==> config.mk <==
export PLATFORM = sky130hd
export DESIGN_NAME = iwdg_regs
export DESIGN_NICKNAME = d
export VERILOG_FILES = /design/src/hw/iwdg_pkg.sv /design/src/hw/iwdg_upd_if.sv /design/src/hw/iwdg_sync.sv /design/src/hw/iwdg_upd.sv /design/src/hw/iwdg_regs.sv
export VERILOG_INCLUDE_DIRS = /design/src /design/src/hw
export SDC_FILE = /design/constraint.sdc
export NUM_CORES = 1
export LEC_CHECK = 0
export BUFFER_PORTS_ARGS = -buffer_cell sky130_fd_sc_hd__buf_2
export CORE_ASPECT_RATIO = 1.1
export CORE_MARGIN = 3
export CORE_UTILIZATION = 25
export DETAILED_ROUTE_END_ITERATION = 7
export SYNTH_ARGS = -nofsm -noshare
export SYNTH_HDL_FRONTEND = slang
export SYNTH_SLANG_ARGS = --single-unit
export TNS_END_PERCENT = 10
==> constraint.sdc <==
create_clock -name ref_clk -period 5.95 [get_ports ref_clk]
set_clock_uncertainty 0.05 [all_clocks]
set_input_delay 0.595 -clock ref_clk [delete_from_list [all_inputs] [get_ports ref_clk]]
set_output_delay 0.595 -clock ref_clk [all_outputs]
set_load 0.005 [all_outputs]
==> src/hw/iwdg_defs.svh <==
// Purpose: offsets, key codes, reset values and timing counts of the watchdog
// Assumes: byte offsets on a 5-bit register address
// Notes:   definitions only
`ifndef IWDG_DEFS_SVH
`define IWDG_DEFS_SVH

`define IWDG_ADDR_W      5
`define IWDG_OFS_KEY     5'h00
`define IWDG_OFS_PSC     5'h04
`define IWDG_OFS_RLD     5'h08
`define IWDG_OFS_STAT    5'h0C
`define IWDG_OFS_WND     5'h10

`define IWDG_KEY_UNLOCK  16'h5555
`define IWDG_KEY_START   16'hCCCC
`define IWDG_KEY_RELOAD  16'hAAAA

`define IWDG_PSC_W       3
`define IWDG_CNT_W       12
`define IWDG_PRE_W       8
`define IWDG_PSC_RST     3'h0
`define IWDG_RLD_RST     12'hFFF
`define IWDG_WND_RST     12'hFFF

`define IWDG_STAT_PSC    0
`define IWDG_STAT_RLD    1
`define IWDG_STAT_WND    2

// oscillator ticks a value takes to reach the counter domain
`define IWDG_UPD_TICKS   2'h2

`endif

==> src/hw/iwdg_pkg.sv <==
// Purpose: state types of the watchdog modules
// Assumes: iwdg_defs.svh
// Notes:   one packed struct each for iwdg_regs and iwdg_sync
`include "iwdg_defs.svh"
`default_nettype none

package iwdg_pkg;

	typedef logic [`IWDG_CNT_W-1:0] iwdg_cnt_t;

	typedef struct packed {
		logic                    unlocked;
		logic                    running;
		logic                    rst;
		iwdg_cnt_t               cnt;
		logic [`IWDG_PRE_W-1:0]  pre;
		logic [31:0]             rdata;
	} iwdg_core_s;

	typedef struct packed {
		logic [1:0] pipe;
		logic       last;
	} iwdg_sync_s;

endpackage : iwdg_pkg

`default_nettype wire

==> src/hw/iwdg_upd_if.sv <==
// Purpose: carries one write-protected value into the counter domain
// Assumes: one clock shared by both ends
// Notes:   ctl side writes, chan side reports pending and the live value
`default_nettype none

interface iwdg_upd_if #(parameter int W = 12);
	logic         wr;
	logic [W-1:0] wdata;
	logic         tick;
	logic         pending;
	logic [W-1:0] value;
	logic         done;

	modport ctl  (output wr, output wdata, output tick, input pending, input value, input done);
	modport chan (input wr, input wdata, input tick, output pending, output value, output done);
endinterface : iwdg_upd_if

`default_nettype wire

==> src/hw/iwdg_sync.sv <==
// Purpose: two-flop synchroniser of the oscillator pin with rising-edge tick
// Assumes: oscillator far slower than ref_clk
// Notes:   edge detect reads only the second stage
`default_nettype none

module iwdg_sync
	import iwdg_pkg::*;
(
	// clock and reset
	input  wire logic ref_clk,
	input  wire logic sys_rst,
	// pin and tick
	input  wire logic pin_in,
	output logic      tick
);

	iwdg_sync_s s_r;
	iwdg_sync_s s_nxt;

	always_comb begin
		s_nxt      = s_r;
		s_nxt.pipe = {s_r.pipe[0], pin_in};
		s_nxt.last = s_r.pipe[1];
	end

	always_ff @(posedge ref_clk) begin
		if (sys_rst) begin
			s_r <= '0;
		end else begin
			s_r <= s_nxt;
		end
	end

	assign tick = s_r.pipe[1] & ~s_r.last;
endmodule : iwdg_sync

`default_nettype wire

==> src/hw/iwdg_upd.sv <==
// Purpose: update channel: stage a write, hold pending, apply after osc ticks
// Assumes: tick is a one-cycle pulse per oscillator edge
// Notes:   a write landing on the completing cycle restarts the transfer
`default_nettype none

module iwdg_upd
	import iwdg_pkg::*;
#(
	parameter int          W   = 12,
	parameter logic [W-1:0] RST = '0
) (
	// clock and reset
	input  wire logic ref_clk,
	input  wire logic sys_rst,
	// channel
	iwdg_upd_if.chan  ch
);

	typedef struct packed {
		logic         pending;
		logic [1:0]   ticks;
		logic [W-1:0] staged;
		logic [W-1:0] value;
		logic         done;
	} iwdg_upd_s;

	iwdg_upd_s s_r;
	iwdg_upd_s s_nxt;

	initial begin
		if (W < 1 || W > 32) $error("iwdg_upd: width out of range");
	end

	always_comb begin
		s_nxt      = s_r;
		s_nxt.done = 1'b0;
		if (s_r.pending && ch.tick) begin
			if (s_r.ticks == `IWDG_UPD_TICKS - 2'h1) begin
				s_nxt.value   = s_r.staged;
				s_nxt.pending = 1'b0;
				s_nxt.done    = 1'b1;
			end else begin
				s_nxt.ticks = s_r.ticks + 2'h1;
			end
		end
		// set wins over the clear
		if (ch.wr) begin
			s_nxt.staged  = ch.wdata;
			s_nxt.pending = 1'b1;
			s_nxt.ticks   = 2'h0;
			s_nxt.done    = 1'b0;
		end
	end

	always_ff @(posedge ref_clk) begin
		if (sys_rst) begin
			s_r         <= '0;
			s_r.value   <= RST;
			s_r.staged  <= RST;
		end else begin
			s_r <= s_nxt;
		end
	end

	assign ch.pending = s_r.pending;
	assign ch.value   = s_r.value;
	assign ch.done    = s_r.done;
endmodule : iwdg_upd

`default_nettype wire

==> src/hw/iwdg_regs.sv <==
// Purpose: independent watchdog: key commands, protected registers, 12-bit down-counter
// Assumes: low_speed_oscillator arrives as a pin, sampled into ref_clk
// Notes:   reset request stays high until sys_rst
`include "iwdg_defs.svh"
`default_nettype none

////////////////////////////////////////////////////////////////////////////////
// Operation
// - key register low 16 bits act as commands; upper bits and reads ignored.
// - key 0x5555 unlocks prescaler, reload and window writes.
// - key 0xCCCC starts counter; reaching zero requests system reset.
// - key 0xAAAA loads counter with current reload value.
// - prescaler bits 2:0 divide by 4 to 128, codes 110 and 111 by 256.
// - status bit 0 high while a prescaler write is in transfer.
// - status bit 1 high while a reload write is in transfer.
// - status bit 2 high while a window write is in transfer.
// - reload value sits in bits 11:0; upper bits read zero.
// - reload while running and counter above window limit requests system reset.
// - window writes refused while a window update is pending.
// - any key other than unlock relocks the protected registers.
// - a window change performs a reload and restarts the prescaler.
// - 12-bit counter steps on prescaled oscillator ticks.
module iwdg_regs
	import iwdg_pkg::*;
(
	// clock and reset
	input  wire logic                     ref_clk,
	input  wire logic                     sys_rst,
	// register port
	input  wire logic                     reg_wr,
	input  wire logic                     reg_rd,
	input  wire logic [`IWDG_ADDR_W-1:0]  reg_addr,
	input  wire logic [31:0]              reg_wdata,
	output logic      [31:0]              reg_rdata,
	// oscillator pin
	input  wire logic                     low_speed_oscillator,
	// watchdog outputs
	output logic                          wdg_reset_req,
	output logic                          wdg_running
);

	////////////////////////////////////////////////////////////////////////////
	// channels

	iwdg_core_s s_r;
	iwdg_core_s s_nxt;
	logic       osc_tick;

	iwdg_upd_if #(.W(`IWDG_PSC_W)) psc_if ();
	iwdg_upd_if #(.W(`IWDG_CNT_W)) rld_if ();
	iwdg_upd_if #(.W(`IWDG_CNT_W)) wnd_if ();

	iwdg_sync u_sync (
		.ref_clk (ref_clk),
		.sys_rst (sys_rst),
		.pin_in  (low_speed_oscillator),
		.tick    (osc_tick)
	);

	iwdg_upd #(.W(`IWDG_PSC_W), .RST(`IWDG_PSC_RST)) u_psc (
		.ref_clk (ref_clk),
		.sys_rst (sys_rst),
		.ch      (psc_if)
	);

	iwdg_upd #(.W(`IWDG_CNT_W), .RST(`IWDG_RLD_RST)) u_rld (
		.ref_clk (ref_clk),
		.sys_rst (sys_rst),
		.ch      (rld_if)
	);

	iwdg_upd #(.W(`IWDG_CNT_W), .RST(`IWDG_WND_RST)) u_wnd (
		.ref_clk (ref_clk),
		.sys_rst (sys_rst),
		.ch      (wnd_if)
	);

	////////////////////////////////////////////////////////////////////////////
	// decode

	logic        key_wr;
	logic [15:0] key_val;
	logic        win_viol;
	logic        pre_last;

	function automatic logic [`IWDG_PRE_W-1:0] div_last(input logic [`IWDG_PSC_W-1:0] sel);
		logic [`IWDG_PRE_W-1:0] d;
		d = 8'hFF;
		if (sel < 3'h6) begin
			d = (8'h04 << sel) - 8'h01;
		end
		return d;
	endfunction : div_last

	assign key_wr   = reg_wr && reg_addr == `IWDG_OFS_KEY;
	assign key_val  = reg_wdata[15:0];
	assign win_viol = s_r.running && s_r.cnt > wnd_if.value;
	// >= so a smaller divider applied mid-count does not wait for the wrap
	assign pre_last = s_r.pre >= div_last(psc_if.value);

	// locked writes never start a transfer
	assign psc_if.wr    = reg_wr && reg_addr == `IWDG_OFS_PSC && s_r.unlocked;
	assign rld_if.wr    = reg_wr && reg_addr == `IWDG_OFS_RLD && s_r.unlocked;
	assign wnd_if.wr    = reg_wr && reg_addr == `IWDG_OFS_WND && s_r.unlocked
	                      && !wnd_if.pending;
	assign psc_if.wdata = reg_wdata[`IWDG_PSC_W-1:0];
	assign rld_if.wdata = reg_wdata[`IWDG_CNT_W-1:0];
	assign wnd_if.wdata = reg_wdata[`IWDG_CNT_W-1:0];
	assign psc_if.tick  = osc_tick;
	assign rld_if.tick  = osc_tick;
	assign wnd_if.tick  = osc_tick;

	////////////////////////////////////////////////////////////////////////////
	// counter and commands

	always_comb begin
		s_nxt = s_r;
		if (s_r.running && osc_tick) begin
			if (pre_last) begin
				s_nxt.pre = '0;
				if (s_r.cnt != '0) begin
					s_nxt.cnt = s_r.cnt - 12'h001;
				end
			end else begin
				s_nxt.pre = s_r.pre + 8'h01;
			end
		end
		if (s_r.running && s_r.cnt == '0) begin
			s_nxt.rst = 1'b1;
		end
		if (wnd_if.done) begin
			s_nxt.cnt = rld_if.value;
			s_nxt.pre = '0;
		end
		if (key_wr) begin
			s_nxt.unlocked = key_val == `IWDG_KEY_UNLOCK;
			if (key_val == `IWDG_KEY_START) begin
				s_nxt.running = 1'b1;
			end
			if (key_val == `IWDG_KEY_RELOAD) begin
				s_nxt.cnt = rld_if.value;
				s_nxt.pre = '0;
				if (win_viol) begin
					s_nxt.rst = 1'b1;
				end
			end
		end
		// pending fields return the old live value
		if (reg_rd) begin
			case (reg_addr)
				`IWDG_OFS_PSC:  s_nxt.rdata = {29'h0, psc_if.value};
				`IWDG_OFS_RLD:  s_nxt.rdata = {20'h0, rld_if.value};
				`IWDG_OFS_WND:  s_nxt.rdata = {20'h0, wnd_if.value};
				`IWDG_OFS_STAT: s_nxt.rdata = {29'h0, wnd_if.pending, rld_if.pending,
				                               psc_if.pending};
				default:        s_nxt.rdata = 32'h0000_0000;
			endcase
		end
	end

	always_ff @(posedge ref_clk) begin
		if (sys_rst) begin
			s_r     <= '0;
			s_r.cnt <= `IWDG_RLD_RST;
		end else begin
			s_r <= s_nxt;
		end
	end

	assign reg_rdata     = s_r.rdata;
	assign wdg_reset_req = s_r.rst;
	assign wdg_running   = s_r.running;
endmodule : iwdg_regs

`default_nettype wire

==> impl_results.md <==
- Status: complete, no violations
- Slack of the worst reg-to-reg path: 3.62 ns
- Type of origin of the critical path: primary input
- Total core area: 0.01916 mm2
- Clock edge transition at the registers on the reported setup and hold paths: 0.07 ns
- Via count: 3938
- Crit path arrival time: 3.13 ns
- Area leader, netlist: sky130_fd_sc_hd__dfxtp_1
- Data required time at the worst endpoint: 6.10 ns
- Max incr delay on CP: 0.87 ns
- Largest fanout on the critical path: 15
- Average wire per standard cell: 13.96 um
- Post-detailed-placement half-perimeter wirelength: 8847 um
- Die width: 139.5 um
- Unique masters post-synth: 54
- Post-cts gate resize count: 0
- Site row count: 53
- Leakage dissipation: 2.234 nW
- Clock Tree Buf Depth: 2
- Max-slew violation count: 0
- Final hold violations: 0
- Cell count of the worst reg-to-reg path: 5
- Clock tree from TritonCTS: built
- Setup TNS: 0 ns
- Setup violators final: 0
- Number of global-route vias before repair: 3823
- Full die area: 0.02132 mm2
- Average cell area after synthesis: 8.335 um2
- Maxcap violations: 0
- Worst R2R End: s_r[42]
- Clock sink total: 102
- Final wirelength: 11890 um
- Number of flops mapped to enable cells by yosys: 0
- Period Utilization, post-route: 0.5009
- Clock network fraction of total power: 0.425
- Dpl ws: 2.507 ns
- Vertical extent of the die: 152.8 um
- Part of the Yosys area used for sequential elements: 0.4166
- DRC violations left: 0
- Effective utilization at floorplan: 0.2557
- # nets final: 665
- Family with the most delay on the worst path: simple AND/OR/NAND/NOR gates
- Worst Hold Path EP: u_sync.s_nxt[0]
- Cell Int Power: 0.001001 W
- Relative slew margins: 0.3971
- DRC marker count from the first detailed-route iteration: 263
- Class of the most critical hold timing path: flip-flop to flip-flop
- Dominant cell by count in the synthesized netlist: sky130_fd_sc_hd__dfxtp_1
- Maximum frequency from static timing analysis: 0.3355 GHz
- Launch point of the worst hold path: u_sync.s_nxt[2]
- CP Buf/Inv Count: 1
- Relative area change from synthesis to final layout: 10.80%
- Number of top-level design ports: 76
- Clock insertion delay at the later pin of the skew report: 0.34 ns
- Areal power density over the cells: 240.0 mW/mm2
- DR vias/cell: 4.622
- Synth async-reset ratio: 0
- Count of mapped cells out of synthesis: 588
- Maximum ir drop on the vdd rail: 0.0001208 V
- Final critical-path required period: 2.981 ns
- CTS Root Cell: sky130_fd_sc_hd__clkbuf_16
- Fraction of layout cells with a size suffix above 1: 0.1074
- Initial antenna violation count: 0
- Cells along the critical path: buf_2 -> nor4_1 -> and2_1 -> and4b_1 -> mux2i_1 -> nand2_1
- Overall fraction of global-route tracks in use: 0.1119
- Final antenna diode count: 0
- Layout filler cell count: 2053
- Quantity of hold-fixing buffers added after cts: 0
- Wire length of the first global-routing pass: 19680 um
- Path type of the worst setup path: primary input to flip-flop
- Critical path origin: reg_addr[1]
- Proportion of power drawn by flip-flops and latches: 0.530
- Number of buffers inserted to repair setup after CTS: 0
- Least-Margin Pin Slew: 0.8984 ns
- Maximum number of pins on one net before global-route repair: 54
- Register bit count reported by yosys: 102
- Detail Route Antenna Nets: 0
- Combinational group share of total power: 0.045
- TritonCTS Buffers: 9
- Input/output buffers: 39
- Worst-case setup margin in the final layout: 2.969 ns
- Worst hold path cell count: 1
- Synth top area share: 0.4166
- Critical Path End Type: flip-flop
- Overall overflow remaining after global route: 0
- NetSw: 0.0003025 W
- Depth of the CTS H-tree: 3
- Unrepaired setup endpoints after global routing: no
- Routability cong.: 0.8403
- Crit Reg-Reg Startpoint: s_r[42]
- Switching portion of total power: 0.2321
- Post-synthesis instance area: 0.004901 mm2
- Slowest-stage cell, CP: sky130_fd_sc_hd__and4b_1
- TritonRoute pass-1 iters: 4
- Synth warn: 0
- Synth area leaders: sky130_fd_sc_hd__dfxtp_1 (42%), sky130_fd_sc_hd__nand2_1 (7.1%), sky130_fd_sc_hd__ha_1 (5.9%)
- Leading cell types by count after synthesis: sky130_fd_sc_hd__dfxtp_1 (102), sky130_fd_sc_hd__nand2_1 (93), sky130_fd_sc_hd__nor2_1 (65), sky130_fd_sc_hd__a21oi_1 (38), sky130_fd_sc_hd__nand3_1 (36)
- Dominant synthesized flop cell: sky130_fd_sc_hd__dfxtp_1
## routing by layer
| layer | global-route usage | part of all wire |
|---|---|---|
| met1 | 0.1434 | 0.46 |
| met2 | 0.1928 | 0.49 |
| met3 | 0.01783 | 0.030 |
| met4 | 0.03495 | 0.012 |
| met5 | 0 | 0 |
## per-stage QoR
| step | area (um2) | total power, W | util | std cells | hold WS [ns] |
|---|---|---|---|---|---|
| after floorplan | 4972 | 0.0007483 | - | 607 | 0.3638 |
| after global placement | 5154 | 0.0007658 | 0.2689 | 836 | 0.3887 |
| after detailed placement | 5154 | 0.0007660 | 0.2689 | 836 | 0.3880 |
| after CTS | 5430 | 0.001318 | 0.2833 | 852 | 0.4067 |
| after global routing | 5430 | 0.001351 | 0.2833 | 852 | 0.4142 |
| final | 5430 | 0.001303 | 0.2833 | 852 | 0.4000 |
## logic make-up after synthesis
| family | share of synthesized area |
|---|---|
| flops | 0.4166 |
| buf+inv | 0.08578 |
| compound gates | 0.1200 |
| simple gates | 0.2543 |
| xor+xnor | 0.02502 |
| other cells | 0.0007652 |
| mux | 0.03880 |
| fa+ha+maj | 0.05872 |
## power by group through the flow
stage               Sequential [W]  Combinational, W  Clock [W]
floorplan                 0.000705         0.0000434          0
global placement          0.000707         0.0000589          0
detailed placement        0.000707         0.0000593          0
CTS                       0.000691         0.0000595   0.000568
global route              0.000691         0.0000653   0.000595
finish                    0.000691         0.0000589   0.000553
## cell type report
cell class / count / area (um2) / area share
flip-flops and latches: 102 / 2042 / 0.3760
inverters: 20 / 75.07 / 0.01382
repair buffers: 41 / 210.2 / 0.03871
multi-input cells: 426 / 2517 / 0.4636
clock buffers: 11 / 242.7 / 0.04470
clock inverters: 5 / 33.78 / 0.006221
well taps: 247 / 309.0 / 0.05691
## worst max path at each step
stage	end	slack, ns	cells after the start
after detailed placement	u_wnd.s_r[19]	2.51	6
after floorplan	s_r[42]	3.62	9
final	u_wnd.s_r[19]	2.97	6
after global placement	u_wnd.s_r[17]	2.55	6
after global routing	u_wnd.s_r[18]	2.77	6
after CTS	u_wnd.s_r[19]	2.89	6
## registers in the layout, indices dropped and copies added, names as in the netlist, 2 cells and up
name and count:
s_r 21, u_rld.s_r 14, u_wnd.s_r 14, reg_rdata 12, u_rld.ch.value 12, u_wnd.ch.value 12
u_psc.s_r 5, u_psc.ch.value 3, u_sync.s_nxt 2
## worst register-to-register path, cell delays in order (launching register included)
cell	delay, ns
sky130_fd_sc_hd__dfxtp_1	0.39
sky130_fd_sc_hd__or4_4	0.59
sky130_fd_sc_hd__or3_4	0.38
sky130_fd_sc_hd__nor3_4	0.37
sky130_fd_sc_hd__nor2_2	0.14
sky130_fd_sc_hd__o311a_1	0.30
## placed cells by master, fill, tap and decap left out, types with 2 or more instances in the layout
cell and n:
sky130_fd_sc_hd__a22oi_1 9, sky130_fd_sc_hd__nand3_1 36, sky130_fd_sc_hd__o211ai_1 12, sky130_fd_sc_hd__inv_1 19, sky130_fd_sc_hd__or3_1 5, sky130_fd_sc_hd__a21o_1 2, sky130_fd_sc_hd__ha_1 23, sky130_fd_sc_hd__a2111oi_0 4
sky130_fd_sc_hd__mux2i_1 19, sky130_fd_sc_hd__nor3_1 14, sky130_fd_sc_hd__o21ai_0 2, sky130_fd_sc_hd__o311a_1 2, sky130_fd_sc_hd__conb_1 20, sky130_fd_sc_hd__and3b_1 2, sky130_fd_sc_hd__xor2_1 4, sky130_fd_sc_hd__nor2_1 65
sky130_fd_sc_hd__a222oi_1 3, sky130_fd_sc_hd__clkinvlp_4 2, sky130_fd_sc_hd__and3_1 7, sky130_fd_sc_hd__o41ai_1 2, sky130_fd_sc_hd__nand2_1 93, sky130_fd_sc_hd__or4_1 3, sky130_fd_sc_hd__o21ai_1 2, sky130_fd_sc_hd__nor4bb_1 8
sky130_fd_sc_hd__xnor2_1 10, sky130_fd_sc_hd__buf_4 2, sky130_fd_sc_hd__clkbuf_16 9, sky130_fd_sc_hd__clkinv_2 2, sky130_fd_sc_hd__a21oi_1 38, sky130_fd_sc_hd__nand4_1 7, sky130_fd_sc_hd__nor4_1 5, sky130_fd_sc_hd__dfxtp_1 102
sky130_fd_sc_hd__o32a_1 2, sky130_fd_sc_hd__buf_2 39, sky130_fd_sc_hd__nor2b_1 7
Power figures use the tool's default switching activity.
